File: config.mk
export PLATFORM = sky130hd
export DESIGN_NAME = cpu_branch_decode_timing
export DESIGN_NICKNAME = d
export VERILOG_FILES = /design/src/common/cpu_branch_decode_pkg.sv /design/src/core/cpu_branch_decode_timing.sv /design/src/core/icycle_timer.sv
export VERILOG_INCLUDE_DIRS = /design/src /design/src/common
export SDC_FILE = /design/constraint.sdc
export NUM_CORES = 1
export LEC_CHECK = 0
export BUFFER_PORTS_ARGS = -buffer_cell sky130_fd_sc_hd__buf_2
export CAP_MARGIN = 20
export CELL_PAD_IN_SITES_DETAIL_PLACEMENT = 0
export CELL_PAD_IN_SITES_GLOBAL_PLACEMENT = 1
export CORE_AREA = 2 2 168 170
export CTS_CLUSTER_DIAMETER = 40
export DETAILED_ROUTE_END_ITERATION = 16
export DIE_AREA = 0 0 170 172
export PLACE_DENSITY = 0.83
export SYNTH_ARGS = -nofsm -noshare
export SYNTH_HDL_FRONTEND = slang
export SYNTH_HIERARCHICAL = 1
export SYNTH_SLANG_ARGS = --single-unit
export TNS_END_PERCENT = 1
File: constraint.sdc
create_clock -name i_clk -period 4.86 [get_ports i_clk]
set_input_delay 0.243 -clock i_clk [delete_from_list [all_inputs] [get_ports i_clk]]
set_output_delay 0.243 -clock i_clk [all_outputs]
set_load 0.1 [all_outputs]
File: src/common/cpu_branch_decode_regs.svh
`ifndef CPU_BRANCH_DECODE_REGS_SVH
`define CPU_BRANCH_DECODE_REGS_SVH

// Instruction cycle shape
`define CLKS_PER_ICYC      4
`define PHASE_W            2
`define ICYC_W             3
`define ICYC_MIN           3'd1
`define ICYC_MAX           3'd5

// Byte lengths
`define LEN_ONE            2'd1
`define LEN_TWO            2'd2
`define LEN_THREE          2'd3

// Instruction cycles per opcode group
`define CYC_IDLE           3'd1
`define CYC_EXT_READ       3'd2
`define CYC_BYTE_COPY      3'd3
`define CYC_BIT_JUMP       3'd4
`define CYC_INDEXED        3'd3
`define CYC_ACC_JUMP       3'd3
`define CYC_COMPARE        3'd4
`define CYC_DEC_WREG       3'd3
`define CYC_DEC_DIRECT     3'd4

// Opcodes
`define OPC_BIT_CLEAR      8'h30
`define OPC_BIT_SET_CLR    8'h10
`define OPC_INDEXED        8'h73
`define OPC_ACC_ZERO       8'h60
`define OPC_ACC_NONZERO    8'h70
`define OPC_CMP_DIRECT     8'hb5
`define OPC_CMP_IMM        8'hb4
`define OPC_DEC_DIRECT     8'hd5
`define OPC_IDLE           8'h00
`define OPC_IDLE_ALIAS     8'ha5
`define OPC_CMP_WREG_HI    5'h17
`define OPC_CMP_IND_HI     7'h5b
`define OPC_DEC_WREG_HI    5'h1b
`define OPC_EXT_READ_DEF   8'he0
`define OPC_BYTE_COPY_DEF  8'h85

// Internal data map
`define BIT_AREA_BASE      8'h20
`define WREG_BANK_BASE     8'h00

`endif

File: src/common/cpu_branch_decode_pkg.sv
`include "cpu_branch_decode_regs.svh"

package cpu_branch_decode_pkg;

    typedef enum logic [7:0] {
        S_OP   = 8'h01,
        S_B1   = 8'h02,
        S_B2   = 8'h04,
        S_EXEC = 8'h08,
        S_RD1  = 8'h10,
        S_RD2  = 8'h20,
        S_WR   = 8'h40,
        S_WAIT = 8'h80
    } seq_state_t;

    typedef enum logic [3:0] {
        KIND_IDLE,
        KIND_BIT_CLEAR,
        KIND_BIT_SET_CLR,
        KIND_INDEXED,
        KIND_ACC_ZERO,
        KIND_ACC_NONZERO,
        KIND_CMP_DIRECT,
        KIND_CMP_IMM,
        KIND_CMP_WREG,
        KIND_CMP_INDIRECT,
        KIND_DEC_WREG,
        KIND_DEC_DIRECT,
        KIND_EXT_READ,
        KIND_BYTE_COPY,
        KIND_UNKNOWN
    } kind_t;

    typedef struct packed {
        kind_t                 kind;
        logic [1:0]            len;
        logic [`ICYC_W-1:0]    ncyc;
    } dec_t;

    typedef struct packed {
        seq_state_t            st;
        logic [15:0]           pc;
        logic [7:0]            op;
        logic [7:0]            b1;
        logic [7:0]            b2;
        logic [`ICYC_W-1:0]    ncyc;
        logic [15:0]           pm_addr;
        logic [7:0]            dm_addr;
        logic                  dm_we;
        logic [7:0]            dm_wdata;
        logic [15:0]           xd_addr;
        logic                  xd_rd;
        logic                  acc_we;
        logic [7:0]            acc_wdata;
        logic                  bad_op;
        logic                  taken;
    } core_state_t;

    typedef struct packed {
        logic [`PHASE_W-1:0]   phase;
        logic [`ICYC_W-1:0]    icyc;
    } timer_state_t;

endpackage : cpu_branch_decode_pkg

File: src/core/cpu_branch_decode_timing.sv
`timescale 1ns/1ns
`include "cpu_branch_decode_regs.svh"

// Overview of operation
// - Instruction cycles last four clocks; durations are whole cycles.
// - Each instruction takes between one and four instruction cycles.
// - External read through the data pointer takes two cycles, eight clocks.
// - Direct-to-direct byte copy takes three cycles, twelve clocks.
// - Opcode 30: three bytes, four cycles, branch if addressed bit is zero.
// - Opcode 10: branch if bit is one, clearing the bit when taken.
// - Opcode 73: one byte, three cycles, jump to accumulator plus pointer.
// - Opcode 60: two bytes, three cycles, branch if accumulator is zero.
// - Opcode 70: two bytes, three cycles, branch if accumulator nonzero.
// - B5 compares accumulator to direct, B4 to immediate; unequal branches.
// - B8-BF compare working register to immediate; low bits pick register.
// - B6-B7 compare indirect byte to immediate; low bit picks index.
// - D8-DF decrement register, branch if nonzero; two bytes, three cycles.
// - D5 decrements direct byte, branch if nonzero; three bytes, four cycles.
// - Opcodes 00 and A5 take one byte, one cycle, change nothing.
module cpu_branch_decode_timing
    import cpu_branch_decode_pkg::*;
#(
    parameter logic [7:0] OPC_EXT_READ  = `OPC_EXT_READ_DEF,
    parameter logic [7:0] OPC_BYTE_COPY = `OPC_BYTE_COPY_DEF
) (
    // Clock and reset
    input  wire logic                 i_clk,
    input  wire logic                 i_sys_rst,
    // Program memory
    output logic [15:0]               o_pm_addr,
    input  wire logic [7:0]           i_pm_data,
    // Internal data memory
    output logic [7:0]                o_dm_addr,
    input  wire logic [7:0]           i_dm_rdata,
    output logic                      o_dm_we,
    output logic [7:0]                o_dm_wdata,
    // External data memory
    output logic [15:0]               o_xd_addr,
    output logic                      o_xd_rd,
    input  wire logic [7:0]           i_xd_data,
    // Accumulator and pointer
    input  wire logic [7:0]           i_acc,
    input  wire logic [15:0]          i_data_pointer_reg,
    output logic                      o_acc_we,
    output logic [7:0]                o_acc_wdata,
    // Status
    output logic [15:0]               o_pc,
    output logic                      o_instr_done,
    output logic                      o_icyc_tick,
    output logic [`PHASE_W-1:0]       o_phase,
    output logic [`ICYC_W-1:0]        o_icyc,
    output logic                      o_branch_taken,
    output logic                      o_bad_opcode
);

    core_state_t q;
    core_state_t d;
    logic        done;

    function automatic dec_t decode(input logic [7:0] opc);
        dec_t r;
        r = '{kind: KIND_UNKNOWN, len: `LEN_ONE, ncyc: `CYC_IDLE};
        if (opc == OPC_EXT_READ) begin
            r = '{KIND_EXT_READ, `LEN_ONE, `CYC_EXT_READ};
        end else if (opc == OPC_BYTE_COPY) begin
            r = '{KIND_BYTE_COPY, `LEN_THREE, `CYC_BYTE_COPY};
        end else if (opc[7:3] == `OPC_CMP_WREG_HI) begin
            r = '{KIND_CMP_WREG, `LEN_THREE, `CYC_COMPARE};
        end else if (opc[7:1] == `OPC_CMP_IND_HI) begin
            r = '{KIND_CMP_INDIRECT, `LEN_THREE, `CYC_COMPARE};
        end else if (opc[7:3] == `OPC_DEC_WREG_HI) begin
            r = '{KIND_DEC_WREG, `LEN_TWO, `CYC_DEC_WREG};
        end else begin
            case (opc)
                `OPC_BIT_CLEAR: begin
                    r = '{KIND_BIT_CLEAR, `LEN_THREE, `CYC_BIT_JUMP};
                end
                `OPC_BIT_SET_CLR: begin
                    r = '{KIND_BIT_SET_CLR, `LEN_THREE, `CYC_BIT_JUMP};
                end
                `OPC_INDEXED: begin
                    r = '{KIND_INDEXED, `LEN_ONE, `CYC_INDEXED};
                end
                `OPC_ACC_ZERO: begin
                    r = '{KIND_ACC_ZERO, `LEN_TWO, `CYC_ACC_JUMP};
                end
                `OPC_ACC_NONZERO: begin
                    r = '{KIND_ACC_NONZERO, `LEN_TWO, `CYC_ACC_JUMP};
                end
                `OPC_CMP_DIRECT: begin
                    r = '{KIND_CMP_DIRECT, `LEN_THREE, `CYC_COMPARE};
                end
                `OPC_CMP_IMM: begin
                    r = '{KIND_CMP_IMM, `LEN_THREE, `CYC_COMPARE};
                end
                `OPC_DEC_DIRECT: begin
                    r = '{KIND_DEC_DIRECT, `LEN_THREE, `CYC_DEC_DIRECT};
                end
                `OPC_IDLE, `OPC_IDLE_ALIAS: begin
                    r = '{KIND_IDLE, `LEN_ONE, `CYC_IDLE};
                end
                default: begin
                    r = '{KIND_UNKNOWN, `LEN_ONE, `CYC_IDLE};
                end
            endcase
        end
        return r;
    endfunction : decode

    function automatic logic [15:0] next_pc(input logic [15:0] pc,
                                            input logic [1:0]  len);
        return 16'(pc + {14'h0000, len});
    endfunction : next_pc

    function automatic logic [15:0] rel_target(input logic [15:0] pc,
                                               input logic [1:0]  len,
                                               input logic [7:0]  rel);
        return 16'(next_pc(pc, len) + {{8{rel[7]}}, rel});
    endfunction : rel_target

    function automatic logic [7:0] bit_byte(input logic [7:0] bit_addr);
        // Upper half addresses bits inside byte-aligned registers
        if (bit_addr[7]) begin
            return {bit_addr[7:3], 3'b000};
        end
        return 8'(`BIT_AREA_BASE + {4'h0, bit_addr[6:3]});
    endfunction : bit_byte

    function automatic logic [7:0] wreg_addr(input logic [2:0] idx);
        return 8'(`WREG_BANK_BASE + {5'h00, idx});
    endfunction : wreg_addr

    icycle_timer #(
        .CLKS_PER_ICYC (`CLKS_PER_ICYC)
    ) u_timer (
        .i_clk       (i_clk),
        .i_sys_rst   (i_sys_rst),
        .i_ncyc      (q.ncyc),
        .o_done      (done),
        .o_icyc_tick (o_icyc_tick),
        .o_phase     (o_phase),
        .o_icyc      (o_icyc)
    );

    always_comb begin
        dec_t       dec_now;
        dec_t       dec_op;
        logic       take;
        logic [7:0] rd;
        logic [7:0] rel;
        dec_now = decode(i_pm_data);
        dec_op  = decode(q.op);
        take    = 1'b0;
        rd      = i_dm_rdata;
        rel     = q.b2;
        d        = q;
        d.dm_we  = 1'b0;
        d.xd_rd  = 1'b0;
        d.acc_we = 1'b0;
        d.bad_op = 1'b0;
        d.taken  = 1'b0;
        case (q.st)
            S_OP: begin
                d.op      = i_pm_data;
                d.ncyc    = dec_now.ncyc;
                d.pm_addr = next_pc(q.pc, `LEN_ONE);
                d.bad_op  = (dec_now.kind == KIND_UNKNOWN);
                if (dec_now.len > `LEN_ONE) begin
                    d.st = S_B1;
                end else begin
                    d.st = S_EXEC;
                end
            end
            S_B1: begin
                d.b1      = i_pm_data;
                d.pm_addr = next_pc(q.pc, `LEN_TWO);
                if (dec_op.len > `LEN_TWO) begin
                    d.st = S_B2;
                end else begin
                    d.st = S_EXEC;
                end
            end
            S_B2: begin
                d.b2 = i_pm_data;
                d.st = S_EXEC;
            end
            S_EXEC: begin
                d.st = S_RD2;
                case (dec_op.kind)
                    KIND_BIT_CLEAR, KIND_BIT_SET_CLR: begin
                        d.dm_addr = bit_byte(q.b1);
                    end
                    KIND_CMP_DIRECT, KIND_DEC_DIRECT, KIND_BYTE_COPY: begin
                        d.dm_addr = q.b1;
                    end
                    KIND_CMP_WREG, KIND_DEC_WREG: begin
                        d.dm_addr = wreg_addr(q.op[2:0]);
                    end
                    KIND_CMP_INDIRECT: begin
                        d.dm_addr = wreg_addr({2'b00, q.op[0]});
                        d.st      = S_RD1;
                    end
                    KIND_EXT_READ: begin
                        d.xd_addr = i_data_pointer_reg;
                        d.xd_rd   = 1'b1;
                    end
                    KIND_ACC_ZERO: begin
                        d.st    = S_WAIT;
                        d.taken = (i_acc == 8'h00);
                        d.pc    = d.taken ? rel_target(q.pc, dec_op.len, q.b1)
                                          : next_pc(q.pc, dec_op.len);
                    end
                    KIND_ACC_NONZERO: begin
                        d.st    = S_WAIT;
                        d.taken = (i_acc != 8'h00);
                        d.pc    = d.taken ? rel_target(q.pc, dec_op.len, q.b1)
                                          : next_pc(q.pc, dec_op.len);
                    end
                    KIND_CMP_IMM: begin
                        d.st    = S_WAIT;
                        d.taken = (i_acc != q.b1);
                        d.pc    = d.taken ? rel_target(q.pc, dec_op.len, q.b2)
                                          : next_pc(q.pc, dec_op.len);
                    end
                    KIND_INDEXED: begin
                        d.st    = S_WAIT;
                        d.taken = 1'b1;
                        d.pc    = 16'(i_data_pointer_reg +
                                      {8'h00, i_acc});
                    end
                    default: begin
                        // Idle opcodes and unknown codes only advance
                        d.st = S_WAIT;
                        d.pc = next_pc(q.pc, dec_op.len);
                    end
                endcase
            end
            S_RD1: begin
                // Second hop of the indirect compare: index holds the address
                d.dm_addr = i_dm_rdata;
                d.st      = S_RD2;
            end
            S_RD2: begin
                d.st = S_WAIT;
                case (dec_op.kind)
                    KIND_BIT_CLEAR: begin
                        take = ~rd[q.b1[2:0]];
                    end
                    KIND_BIT_SET_CLR: begin
                        take = rd[q.b1[2:0]];
                        if (take) begin
                            d.dm_wdata = rd & ~(8'h01 << q.b1[2:0]);
                            d.dm_we    = 1'b1;
                            d.st       = S_WR;
                        end
                    end
                    KIND_CMP_DIRECT: begin
                        take = (rd != i_acc);
                    end
                    KIND_CMP_WREG, KIND_CMP_INDIRECT: begin
                        take = (rd != q.b1);
                    end
                    KIND_DEC_WREG, KIND_DEC_DIRECT: begin
                        d.dm_wdata = 8'(rd - 8'h01);
                        d.dm_we    = 1'b1;
                        d.st       = S_WR;
                        take       = (d.dm_wdata != 8'h00);
                        if (dec_op.kind == KIND_DEC_WREG) begin
                            rel = q.b1;
                        end
                    end
                    KIND_BYTE_COPY: begin
                        d.dm_addr  = q.b2;
                        d.dm_wdata = rd;
                        d.dm_we    = 1'b1;
                        d.st       = S_WR;
                    end
                    KIND_EXT_READ: begin
                        d.acc_wdata = i_xd_data;
                        d.acc_we    = 1'b1;
                    end
                    default: begin
                        take = 1'b0;
                    end
                endcase
                d.taken = take;
                d.pc    = take ? rel_target(q.pc, dec_op.len, rel)
                               : next_pc(q.pc, dec_op.len);
            end
            S_WR: begin
                d.st = S_WAIT;
            end
            S_WAIT: begin
                d.st = S_WAIT;
            end
            default: begin
                d.st = S_WAIT;
            end
        endcase
        // Work always fits inside the opcode's own count, so the boundary
        // is set purely by the timer and never stretches.
        if (done) begin
            d.st      = S_OP;
            d.pm_addr = d.pc;
        end
    end

    always_ff @(posedge i_clk) begin
        if (i_sys_rst) begin
            q      <= '0;
            q.st   <= S_OP;
            q.ncyc <= `ICYC_MIN;
        end else begin
            q <= d;
        end
    end

    assign o_pm_addr      = q.pm_addr;
    assign o_dm_addr      = q.dm_addr;
    assign o_dm_we        = q.dm_we;
    assign o_dm_wdata     = q.dm_wdata;
    assign o_xd_addr      = q.xd_addr;
    assign o_xd_rd        = q.xd_rd;
    assign o_acc_we       = q.acc_we;
    assign o_acc_wdata    = q.acc_wdata;
    assign o_pc           = q.pc;
    assign o_instr_done   = done;
    assign o_branch_taken = q.taken;
    assign o_bad_opcode   = q.bad_op;

endmodule : cpu_branch_decode_timing

File: src/core/icycle_timer.sv
`timescale 1ns/1ns
`include "cpu_branch_decode_regs.svh"

module icycle_timer
    import cpu_branch_decode_pkg::*;
#(
    parameter int CLKS_PER_ICYC = `CLKS_PER_ICYC
) (
    // Clock and reset
    input  wire logic                 i_clk,
    input  wire logic                 i_sys_rst,
    // Length of the running instruction
    input  wire logic [`ICYC_W-1:0]   i_ncyc,
    // Timing outputs
    output logic                      o_done,
    output logic                      o_icyc_tick,
    output logic [`PHASE_W-1:0]       o_phase,
    output logic [`ICYC_W-1:0]        o_icyc
);

    localparam logic [`PHASE_W-1:0] LAST_PHASE =
        `PHASE_W'(CLKS_PER_ICYC - 1);

    timer_state_t       q;
    timer_state_t       d;
    logic [`ICYC_W-1:0] n;
    logic               last;
    logic               done;

    always_comb begin
        // Out-of-range counts are clamped so an instruction never hangs
        if (i_ncyc < `ICYC_MIN) begin
            n = `ICYC_MIN;
        end else if (i_ncyc > `ICYC_MAX) begin
            n = `ICYC_MAX;
        end else begin
            n = i_ncyc;
        end
        last = (q.phase == LAST_PHASE);
        done = last && (q.icyc == `ICYC_W'(n - `ICYC_MIN));
        d = q;
        if (last) begin
            d.phase = '0;
        end else begin
            d.phase = `PHASE_W'(q.phase + 1'b1);
        end
        if (done) begin
            d.icyc = '0;
        end else if (last) begin
            d.icyc = `ICYC_W'(q.icyc + 1'b1);
        end
    end

    always_ff @(posedge i_clk) begin
        if (i_sys_rst) begin
            q <= '0;
        end else begin
            q <= d;
        end
    end

    assign o_done      = done;
    assign o_icyc_tick = last;
    assign o_phase     = q.phase;
    assign o_icyc      = q.icyc;

endmodule : icycle_timer

== After elaboration in Yosys (flattened, before gate mapping) ==
Cells that the tools add are included.
W data, S select, Z words.
Operators by class
  add/sub/neg operators: 12
  magnitude comparators: 5
  eq/ne operators: 56
  shift operators: 1
  multiplexer cells: 49
  bitwise logic cells: 6
  reduce and logical (&&, ||, !) cells: 28
Operator list (number)
  $pmux W9 S9: 2
  $mux W9: 12
  $eq A8 B8 Y1 const B: 12
  $mux W16: 5
  $pmux W16 S5: 1
  $pmux W16 S2: 2
  $mux W8: 7
  $add A16 B16 Y16: 3
  $eq A8 B7 Y1 const B: 6
  $pmux W8 S6: 1
  $pmux W8 S2: 2
  $pmux W8 S4: 1
  $eq A4 B4 Y1 const B: 7
  $pmux W9 S3: 1
  $eq A8 B5 Y1 const B: 3
  $eq A8 B6 Y1 const B: 3
  $logic_not A8 Y1: 3
  $ne A8 B8 Y1: 3
  $pmux W8 S3: 1
  $reduce_or A2 Y1: 11
  $eq A5 B5 Y1 const B: 4
  $add A16 B1 Y16 const B: 1
  $add A16 B2 Y16: 1
  $add A16 B2 Y16 const B: 1
  other kinds (43): 64
Word-level totals
  flip-flop bits (word level): 117
  input port bits: 50
  logic and storage cells: 175

== Longest topological paths before layout ==
Gate-level depths: netlist (run 1).
  depth after elaboration: 16
  mapped depth: 21

== By module ==
The synthesis (run 1) kept the hierarchy.
Modules (own cells, without submodules)
  cpu_branch_decode_timing: times used 1, cells each 1385, area an instance 10541.4 um^2, sequential area each 2242.2 um^2
  icycle_timer: times used 1, cells each 31, area an instance 319.1 um^2, sequential area each 100.1 um^2

== Least setup slack after synthesis (run 1) ==
No wires, ideal clock.
  kind: register to register
  start: register q[82] in the netlist's numbering
  end: register q, in the netlist o_pm_addr[15]
  library setup time: 120 ps
  data arrival time: 4534 ps
  data required time: 4740 ps
  slack: 206 ps
  cell stages (with the launch flop): 21
  path buffers: 2
  clock period less this slack: 4654 ps
  cell sequence: dfxtp_1 -> buf_2 -> nor4_4 -> and3_1 -> clkbuf_1 -> a21o_1 -> a2111o_1 -> ha_1 -> a21o_1 -> nand3_1 -> nor2_1 -> xor2_1 -> ha_1 -> o21a_1 -> a2111oi_0 -> a21oi_1 -> o221a_2 -> xnor2_1 -> or3_1 -> a41oi_1 -> nand2_1
Between the ends
  longest elaborated chain between the ends: 16
  elaborated cells between the ends (all ways): 52
RTL lines
  start: declaration: line cpu_branch_decode_timing.sv:56  | core_state_t q;
  $eq A8 B8 Y1 or $logic_not A8 Y1 (tied branches): line cpu_branch_decode_timing.sv:74  | case (opc)
  $reduce_or A2 Y1: line cpu_branch_decode_timing.sv:74
  $pmux W9 S9: line cpu_branch_decode_timing.sv:74
  $mux W9: line cpu_branch_decode_timing.sv:71  | end else if (opc[7:3] == `OPC_DEC_WREG_HI) begin
  $mux W9: line cpu_branch_decode_timing.sv:69  | end else if (opc[7:1] == `OPC_CMP_IND_HI) begin
  $mux W9: line cpu_branch_decode_timing.sv:67  | end else if (opc[7:3] == `OPC_CMP_WREG_HI) begin
  $mux W9: line cpu_branch_decode_timing.sv:65  | end else if (opc == OPC_BYTE_COPY) begin
  $mux W9 *: line cpu_branch_decode_timing.sv:63  | if (opc == OPC_EXT_READ) begin
  branches (longest 6 deep; another with $add A16 B2 Y16)
  $pmux W16 S2 *: line cpu_branch_decode_timing.sv:162  | case (q.st)
  $mux W16 *: line cpu_branch_decode_timing.sv:302  | if (done) begin
Mark *: on every way between the ends. The select of a mux whose other input is x is not followed.
A chain may end at the register's enable or synchronous reset.

== Worst setup path in the final report (run 1) ==
  start: register q[80] in the netlist's numbering
  end: register q, in the netlist o_pc[15]
Between the ends
  longest elaborated chain between the ends: 15
  elaborated cells between the ends (all ways): 50
RTL lines (line)
  $eq A8 B8 Y1 or $logic_not A8 Y1 (tied branches): cpu_branch_decode_timing.sv:74
  $reduce_or A2 Y1: cpu_branch_decode_timing.sv:74
  $pmux W9 S9: cpu_branch_decode_timing.sv:74
  $mux W9: cpu_branch_decode_timing.sv:71
  $mux W9: cpu_branch_decode_timing.sv:69
  $mux W9: cpu_branch_decode_timing.sv:67
  $mux W9: cpu_branch_decode_timing.sv:65
  $mux W9 *: cpu_branch_decode_timing.sv:63
  branches (longest 6 deep; another with $add A16 B2 Y16)
  $pmux W16 S2 *: cpu_branch_decode_timing.sv:162
Marks and branches as above.

==> implementation parameters, run 1 <==
Parameter                              Value

Critical path
  Crit path buf inv count    3
  Longest individual stage delay on the worst path    0.50 ns
  Data required time at the worst endpoint    between 5 and 6 ns
  Critical Setup Path Class    reg -> reg
  Kind of start point of the critical path    flip-flop
  Kind of cell adding the most delay to the critical path    simple AND/OR/NAND/NOR gates
  Crit-path cells    nor4_4 > and3_1 > buf_4 > a21oi_1 > ha_1 > fa_1 > nand2_1 > xnor2_1 > ha_1 > a21o_1 > or3_1 > o211ai_1 > buf_4 > a31oi_2 > buf_4 > a31oi_1 > or4_1 > o2111ai_1 > a32oi_1 > nor2_1
  Critical path's slowest cell    fa_1
  Depth of the worst register-to-register path    20
  Arrival time at the worst endpoint    5.05 ns
  Crit. path cell count    20
  Maximum net fanout on the critical path    7
  Critical Path Sink Type    flip-flop
  Most common cell on crit path    buf_4

Yosys
  Number of nets in the synthesized netlist    1539
  Part of the Yosys area used for sequential elements    21.6%
  Post-synthesis average cell area    7.67 um2
  Distinct cells, synth    94
  Number of cells produced by synthesis    1416
  Netlist area before placement    10900 um2
  Main synth FF type    dfxtp_1
  Yosys Warn Count    6
  Share of flip-flops with an asynchronous set or reset    0%
  Total of flip-flops plus latches after synthesis    117
  Number of synthesized flops with an enable pin    0

Die
  Row Count    61
  Initial Utilization    39.5%
  Placeable core region    27500 um2
  Height of the die    172 um
  Full die area    29200 um2
  Ports    around 130
  Die width    170 um

Finish
  Share of layout cells above drive strength 1    21.7%
  Final cell area excluding filler cells    around 12000 um2
  Antenna Cells    0
  Net count of the finished layout    about 1.6k
  Most frequent cells in the layout    nor2_1 (150), nand2_1 (142), buf_2 (132)
  Fill cell count    2821
  Area overhead of the layout relative to synthesis    14.6%
  Most common cell after layout, fill and taps aside    nor2_1

Pwr
  Switching power summed over all nets    0.00103 W
  Pwr per Cell Area    230 nW/um2
  Switching power share of the total    35.7%
  Total power    0.00287 W
  Standby leakage power    roughly 5.4 nW
  Part of the total power dissipated in combinational logic    21.5%
  Share of total power in sequential cells    a little over a third
  Internal Dissipation    between 0.0015 and 0.002 W
  Clock share of power    a little over two fifths
  Peak VDD IR    0.000193 V

Route
  Number of vias in the routed layout    11.0k
  Number of remaining DRC errors    0
  Average wire per standard cell    between 15 and 20 um
  Detailed-route vias per instance    5.88
  Drt first-iter violations    986
  Antenna-violating nets left    0
  1st-pass router iterations    6
  Final routed wirelength across all metal layers    37300 um

Clock network
  Hold-fix buffer count after cts    0
  Number of CTS-inserted buffers    17
  Insertion delay of the later-clocked pin in the worst-skew pair    0.43 ns
  Clock sink count    117
  CTS tree    done
  Maximum root-to-sink buffer count    2
  Clock root cell    clkbuf_16
  Reg clk slew, reported paths    approximately 0.07 ns
  Number of levels the H-tree was split into    4

Timing
  Final-report setup violation count    0
  Final-layout worst hold slack    about 0.052 ns
  Tmin final    4.75 ns
  Worst Skew    0.0113 ns
  Period Utilization, post-route    between 90% and 100%
  Hold Vio Cnt, Final    0
  Peak clock frequency supported by timing    210 MHz
  Max Transition Viols Final    0
  Setup repair after global routing missed its margin    true
  Worst slew pin tran    1.03 ns
  Worst max-slew margin expressed relative to the limit    31.1%

Hold path
  Instance count along the most critical hold path    3
  Worst min-delay path class    in -> reg

Place
  Routability congestion estimate    0.974
  Input/output buffers    133
  Detailed Place HPWL    28300 um
  Placed cell area    11800 um2

GRT
  Largest net degree at the start of global routing    65
  Via count of the first global-routing pass    10.5k
  Aggregate global-route resource usage    25.8%
  First-pass GRT wire length    58800 um
  Aggregate global routing overflow    0
  Initial antenna violation count    0

Run status
  Outcome    finished clean

Flow run
  Max-capacitance violation count    0
-- worst min-delay path: cells and delay by family --
family	cells	cell delay (ns)
buffers and inverters	1	0.07
muxes	1	0.06
and+or+nand+nor	1	0.07
-- repair_timing --
| action | 4_1_cts | 5_1_grt |
|---|---|---|
| setup endpoints to repair | 1 | 20 |
| setup buffers | 0 | 3 |
| gates resized for setup | 1 | 16 |
| pin swaps | 0 | 4 |
-- layer usage --
layer / share of wire [%] / wire length (um) / vias to the layer above / GRT usage [%]
met5: 0 / 0 / - / 0
met4: 2.2 / 822 / 0 / 7.43
met3: 8.0 / 3000 / 50 / 4.19
met2: 42 / 15800 / 482 / 39.5
met1: 47 / 17700 / 5179 / 37.3
li1: - / - / 5299 / -
-- cell usage after synthesis, types with 5 or more instances --
| cell | n | area [um2] |
|---|---|---|
| dfxtp_1 | 117 | 2340 |
| nand4b_1 | 8 | 70.1 |
| o31ai_1 | 9 | 67.6 |
| o211ai_1 | 16 | 120 |
| a222oi_1 | 7 | 70.1 |
| nor2_1 | 151 | 567 |
| nand2_1 | 142 | 533 |
| and2_1 | 7 | 43.8 |
| a221oi_1 | 14 | 123 |
| mux2i_1 | 26 | 260 |
| fa_1 | 5 | 100 |
| a211oi_1 | 34 | 255 |
| xnor2_1 | 56 | 490 |
| o21ai_0 | 64 | 320 |
| a21oi_1 | 112 | 561 |
| nor4_1 | 13 | 81.3 |
| a2111oi_0 | 5 | 43.8 |
| a21o_1 | 16 | 120 |
| and3_1 | 16 | 100 |
| inv_1 | 28 | 105 |
| ha_1 | 68 | 851 |
| a311oi_1 | 6 | 52.6 |
| a22oi_1 | 9 | 67.6 |
| o21bai_1 | 6 | 45.0 |
| o22ai_1 | 12 | 75.1 |
| nor3b_1 | 5 | 37.5 |
| buf_2 | 16 | 80.1 |
| nand3_1 | 31 | 155 |
| o21a_1 | 12 | 90.1 |
| nor3_1 | 31 | 155 |
| buf_4 | 73 | 548 |
| nor2b_1 | 10 | 62.6 |
| xor2_1 | 44 | 385 |
| and4b_1 | 5 | 50.1 |
| mux2_2 | 12 | 135 |
| nand2b_1 | 15 | 93.8 |
| nand4_1 | 18 | 113 |
| or3_1 | 14 | 87.6 |
| a31oi_1 | 17 | 106 |
| clkbuf_1 | 66 | 248 |
-- flip-flops by register name (all words and copies together) (netlist names) --
register / cells
o_acc_wdata: 8
o_acc_we: 1
o_bad_opcode: 1
o_branch_taken: 1
o_dm_addr: 8
o_dm_wdata: 8
o_dm_we: 1
o_pc: 16
o_pm_addr: 16
o_xd_addr: 16
o_xd_rd: 1
q: 35
u_timer/o_icyc: 3
u_timer/o_phase: 2
-- cells by family (layout without fill, tap and decap cells) --
family	Yosys count	count (layout)	share of synthesized area, %
compound gates	407	407	26.1
fa+ha+maj	73	73	8.76
flops	117	117	21.6
xor+xnor	101	101	8.27
buf+inv	190	299	9.55
simple gates	488	488	21.7
mux	40	40	4.06
-- power by group through the flow --
stage	Sequential (W)	Combinational [W]	Clock, W
global route	0.00102	0.000667	0.00131
CTS	0.00102	0.000611	0.00126
finish	0.00102	0.000617	0.00123
floorplan	0.00105	0.000453	0
global placement	0.00104	0.000606	0
detailed placement	0.00104	0.000609	0
-- area by class of cell --
type	instances	area, um2	area share (%)
Clock buffer	17	425	3.42
Clock inverter	15	131	1.06
Inverter	28	105	0.844
Multi-Input combinational cell	1109	7540	60.6
Sequential cell	117	2350	18.9
Tap cell	346	433	3.48
Timing Repair Buffer	239	1460	11.8
-- worst paths after layout --
kind	startpoint	end	slack, ns
setup reg to reg	q[80]$_SDFFE_PP0P_	o_pc[15]$_SDFF_PP0_	0.11
setup / recovery	q[80]$_SDFFE_PP0P_	o_pc[15]$_SDFF_PP0_	0.11
hold / removal	i_xd_data[7]	o_acc_wdata[7]$_SDFFE_PP0P_	0.05
hold reg to reg	o_xd_addr[14]$_SDFFE_PP0P_	o_xd_addr[14]$_SDFFE_PP0P_	0.45
-- per-stage QoR --
step                instances  setup WS, ns  util (%)  setup TNS [ns]
global placement         1836         0.115      43.0               0
floorplan                1416         0.206         -               0
global route             1871       -0.0938      45.3          -0.414
detailed placement       1836        0.0321      43.0               0
CTS                      1868       0.00560      45.0               0
finish                   1871         0.109      45.3               0
(Power assumes the default switching activity.)
==> run 2, diff against run 1 <==
- RECOVER_POWER: not set -> 25
==> run 2 against run 1 <==
- design area is 0.46% lower
- largest cell class unchanged
- non-clock buffer count stayed put
- flip-flop and latch count is the same
- critical endpoint is now o_pm_addr[9]$_SDFFE_PP0P_
- highest routed layer unchanged
- first-iteration DRC count down 1.5%
- sequential power about the same
- via count fell by 0.16%
- cell count unchanged
- setup slack better by 0.024 ns
- maximum frequency is 0.51% higher
- clock power barely moved
- register-to-register slack gained 0.02 ns
- largest power group unchanged
==> implementation parameters, run 2 (same netlist as run 1, synthesis figures left out) <==
Parameter                              Value

Run status
  Outcome    finished clean

Timing
  Worst max-slew margin expressed relative to the limit    20.2%
  Hold Vio Cnt, Final    0
  Period Utilization, post-route    97.3%
  Worst slew pin tran    1.20 ns
  Peak clock frequency supported by timing    212 MHz
  Max Transition Viols Final    0
  Total negative setup slack    0 ns
  Final-report setup violation count    0
  Setup repair after global routing missed its margin    true
  Worst Skew    roughly 0.012 ns
  Tmin final    4.73 ns

Finish
  Final standard cell utilization of the core    45.1%
  Count of placed standard cells in the final layout, fillers left out    1871
  Register area    2350 um2
  Most frequent cells in the layout    nor2_1 (150), nand2_1 (142), dfxtp_1 (113)
  Share of layout cells above drive strength 1    18.7%
  Net count of the finished layout    1635
  Largest reg by FF count    q
  Fill cell count    2842
  Number of flip-flops in the largest register    35
  Most common cell after layout, fill and taps aside    nor2_1
  Multi-input gate area in the final layout    7540 um2
  Antenna Cells    0
  Area overhead of the layout relative to synthesis    14.1%

Clock network
  Number of levels the H-tree was split into    4
  CTS tree    done
  Reg clk slew, reported paths    0.07 ns
  Maximum root-to-sink buffer count    2
  Hold-fix buffer count after cts    0
  Insertion delay of the later-clocked pin in the worst-skew pair    0.43 ns
  Clock root cell    clkbuf_16
  Number of CTS-inserted buffers    17
  Clock sink count    117

Die
  Row Count    61
  Full die area    29200 um2
  Die width    170 um
  Ports    between 100 and 150
  Height of the die    172 um
  Placeable core region    27500 um2
  Initial Utilization    39.5%

Route
  Final routed wirelength across all metal layers    roughly 37000 um
  Drt first-iter violations    971
  Average wire per standard cell    20.0 um
  Antenna-violating nets left    0
  Number of vias in the routed layout    11.0k
  Detailed-route vias per instance    5.87
  Number of remaining DRC errors    0
  1st-pass router iterations    5

Critical path
  Kind of start point of the critical path    flip-flop
  Critical Setup Path Class    reg -> reg
  Maximum net fanout on the critical path    7
  Arrival time at the worst endpoint    5.02 ns
  Critical Path Sink Type    flip-flop
  Critical path's slowest cell    fa_1
  Longest individual stage delay on the worst path    approximately 0.50 ns
  Crit-path cells    nor4_4 > and3_1 > buf_4 > a21oi_1 > ha_1 > fa_1 > nand2_1 > xnor2_1 > ha_1 > a21o_1 > or3_1 > o211ai_1 > buf_4 > nand2_1 > xnor2_1 > o211ai_1 > o31ai_1 > o211a_1 > a211oi_1
  Data required time at the worst endpoint    5.15 ns

Hold path
  Worst min-delay path class    in -> reg

GRT
  Initial antenna violation count    0
  Aggregate global routing overflow    0
  Via count of the first global-routing pass    roughly 10k
  First-pass GRT wire length    58800 um
  Largest net degree at the start of global routing    65
  Aggregate global-route resource usage    roughly a quarter

Place
  Routability congestion estimate    0.974
  Detailed Place HPWL    between 20000 and 30000 um
  Input/output buffers    around 130
  Total instance count after detailed placement    1836

Pwr
  Peak VDD IR    0.000193 V
  Standby leakage power    5.18 nW
  Pwr per Cell Area    between 200 and 250 nW/um2

Flow run
  Max-capacitance violation count    0
[run 2: changes by cell type in the layout (fill, tap and decap cells not counted), sizes merged]
cell,delta
buf,-46
clkbuf,+46
[run 2: area by class of cell]
type	instances	share of cell area [%]
Clock buffer	17	3.43
Clock inverter	15	1.06
Inverter	28	0.848
Multi-Input combinational cell	1109	60.9
Sequential cell	117	18.9
Tap cell	346	3.49
Timing Repair Buffer	239	11.4
[run 2: worst max-delay path, delay by kind of cell, from the launching register on]
kind	cells	cell delay, ns
AO/OA/AOI/OAI	7	1.33
XOR/XNOR	2	0.39
adder cells (fa/ha/maj)	3	1.06
flip-flops	1	0.37
buffers and inverters	2	0.34
AND/OR/NAND/NOR	5	1.10
[run 2: final timing paths]
path	startpoint	end	slack (ns)	cells after the start
worst max-delay path	q[80]$_SDFFE_PP0P_	o_pm_addr[9]$_SDFFE_PP0P_	0.13	19
worst min-delay path	i_xd_data[7]	o_acc_wdata[7]$_SDFFE_PP0P_	0.05	3
worst max register to register	q[80]$_SDFFE_PP0P_	o_pm_addr[9]$_SDFFE_PP0P_	0.13	19
worst min register to register	o_xd_addr[14]$_SDFFE_PP0P_	o_xd_addr[14]$_SDFFE_PP0P_	0.45	2
[run 2: where the power goes]
group	leakage, nW	internal (W)	total, W	switching [W]
clock network	0.274	0.000674	0.00124	0.000561
logic	3.95	0.000174	0.000613	0.000438
registers	0.949	0.000991	0.00102	0.0000275
[run 2: metal layers]
metal | vias to the layer above | wire, um | GRT usage [%]
li1 | 5307 | - | -
met1 | 5155 | 17700 | 37.3
met2 | 481 | 15900 | 39.5
met3 | 49 | 3030 | 4.19
met4 | 0 | 790 | 7.43
met5 | - | 0 | 0
[run 2: stage by stage]
| step | total power [W] | hold WS (ns) | area (um2) | setup WS (ns) |
|---|---|---|---|---|
| 4_1_cts | 0.00289 | 0.0472 | 12400 | 0.00560 |
| 6_report | 0.00287 | 0.0529 | 12400 | 0.133 |
| 3_3_place_gp | 0.00164 | 0.433 | 11800 | 0.115 |
| 3_5_place_dp | 0.00165 | 0.445 | 11800 | 0.0321 |
| 2_1_floorplan | 0.00150 | 0.312 | 10900 | 0.206 |
| 5_1_grt | 0.00299 | 0.0586 | 12400 | -0.0938 |
[run 2: timing repair]
item	CTS	global route
setup buffers	0	3
pin swaps	0	4
resized for setup	1	16
cloned	0	0
endpoints found under the setup margin	1	20
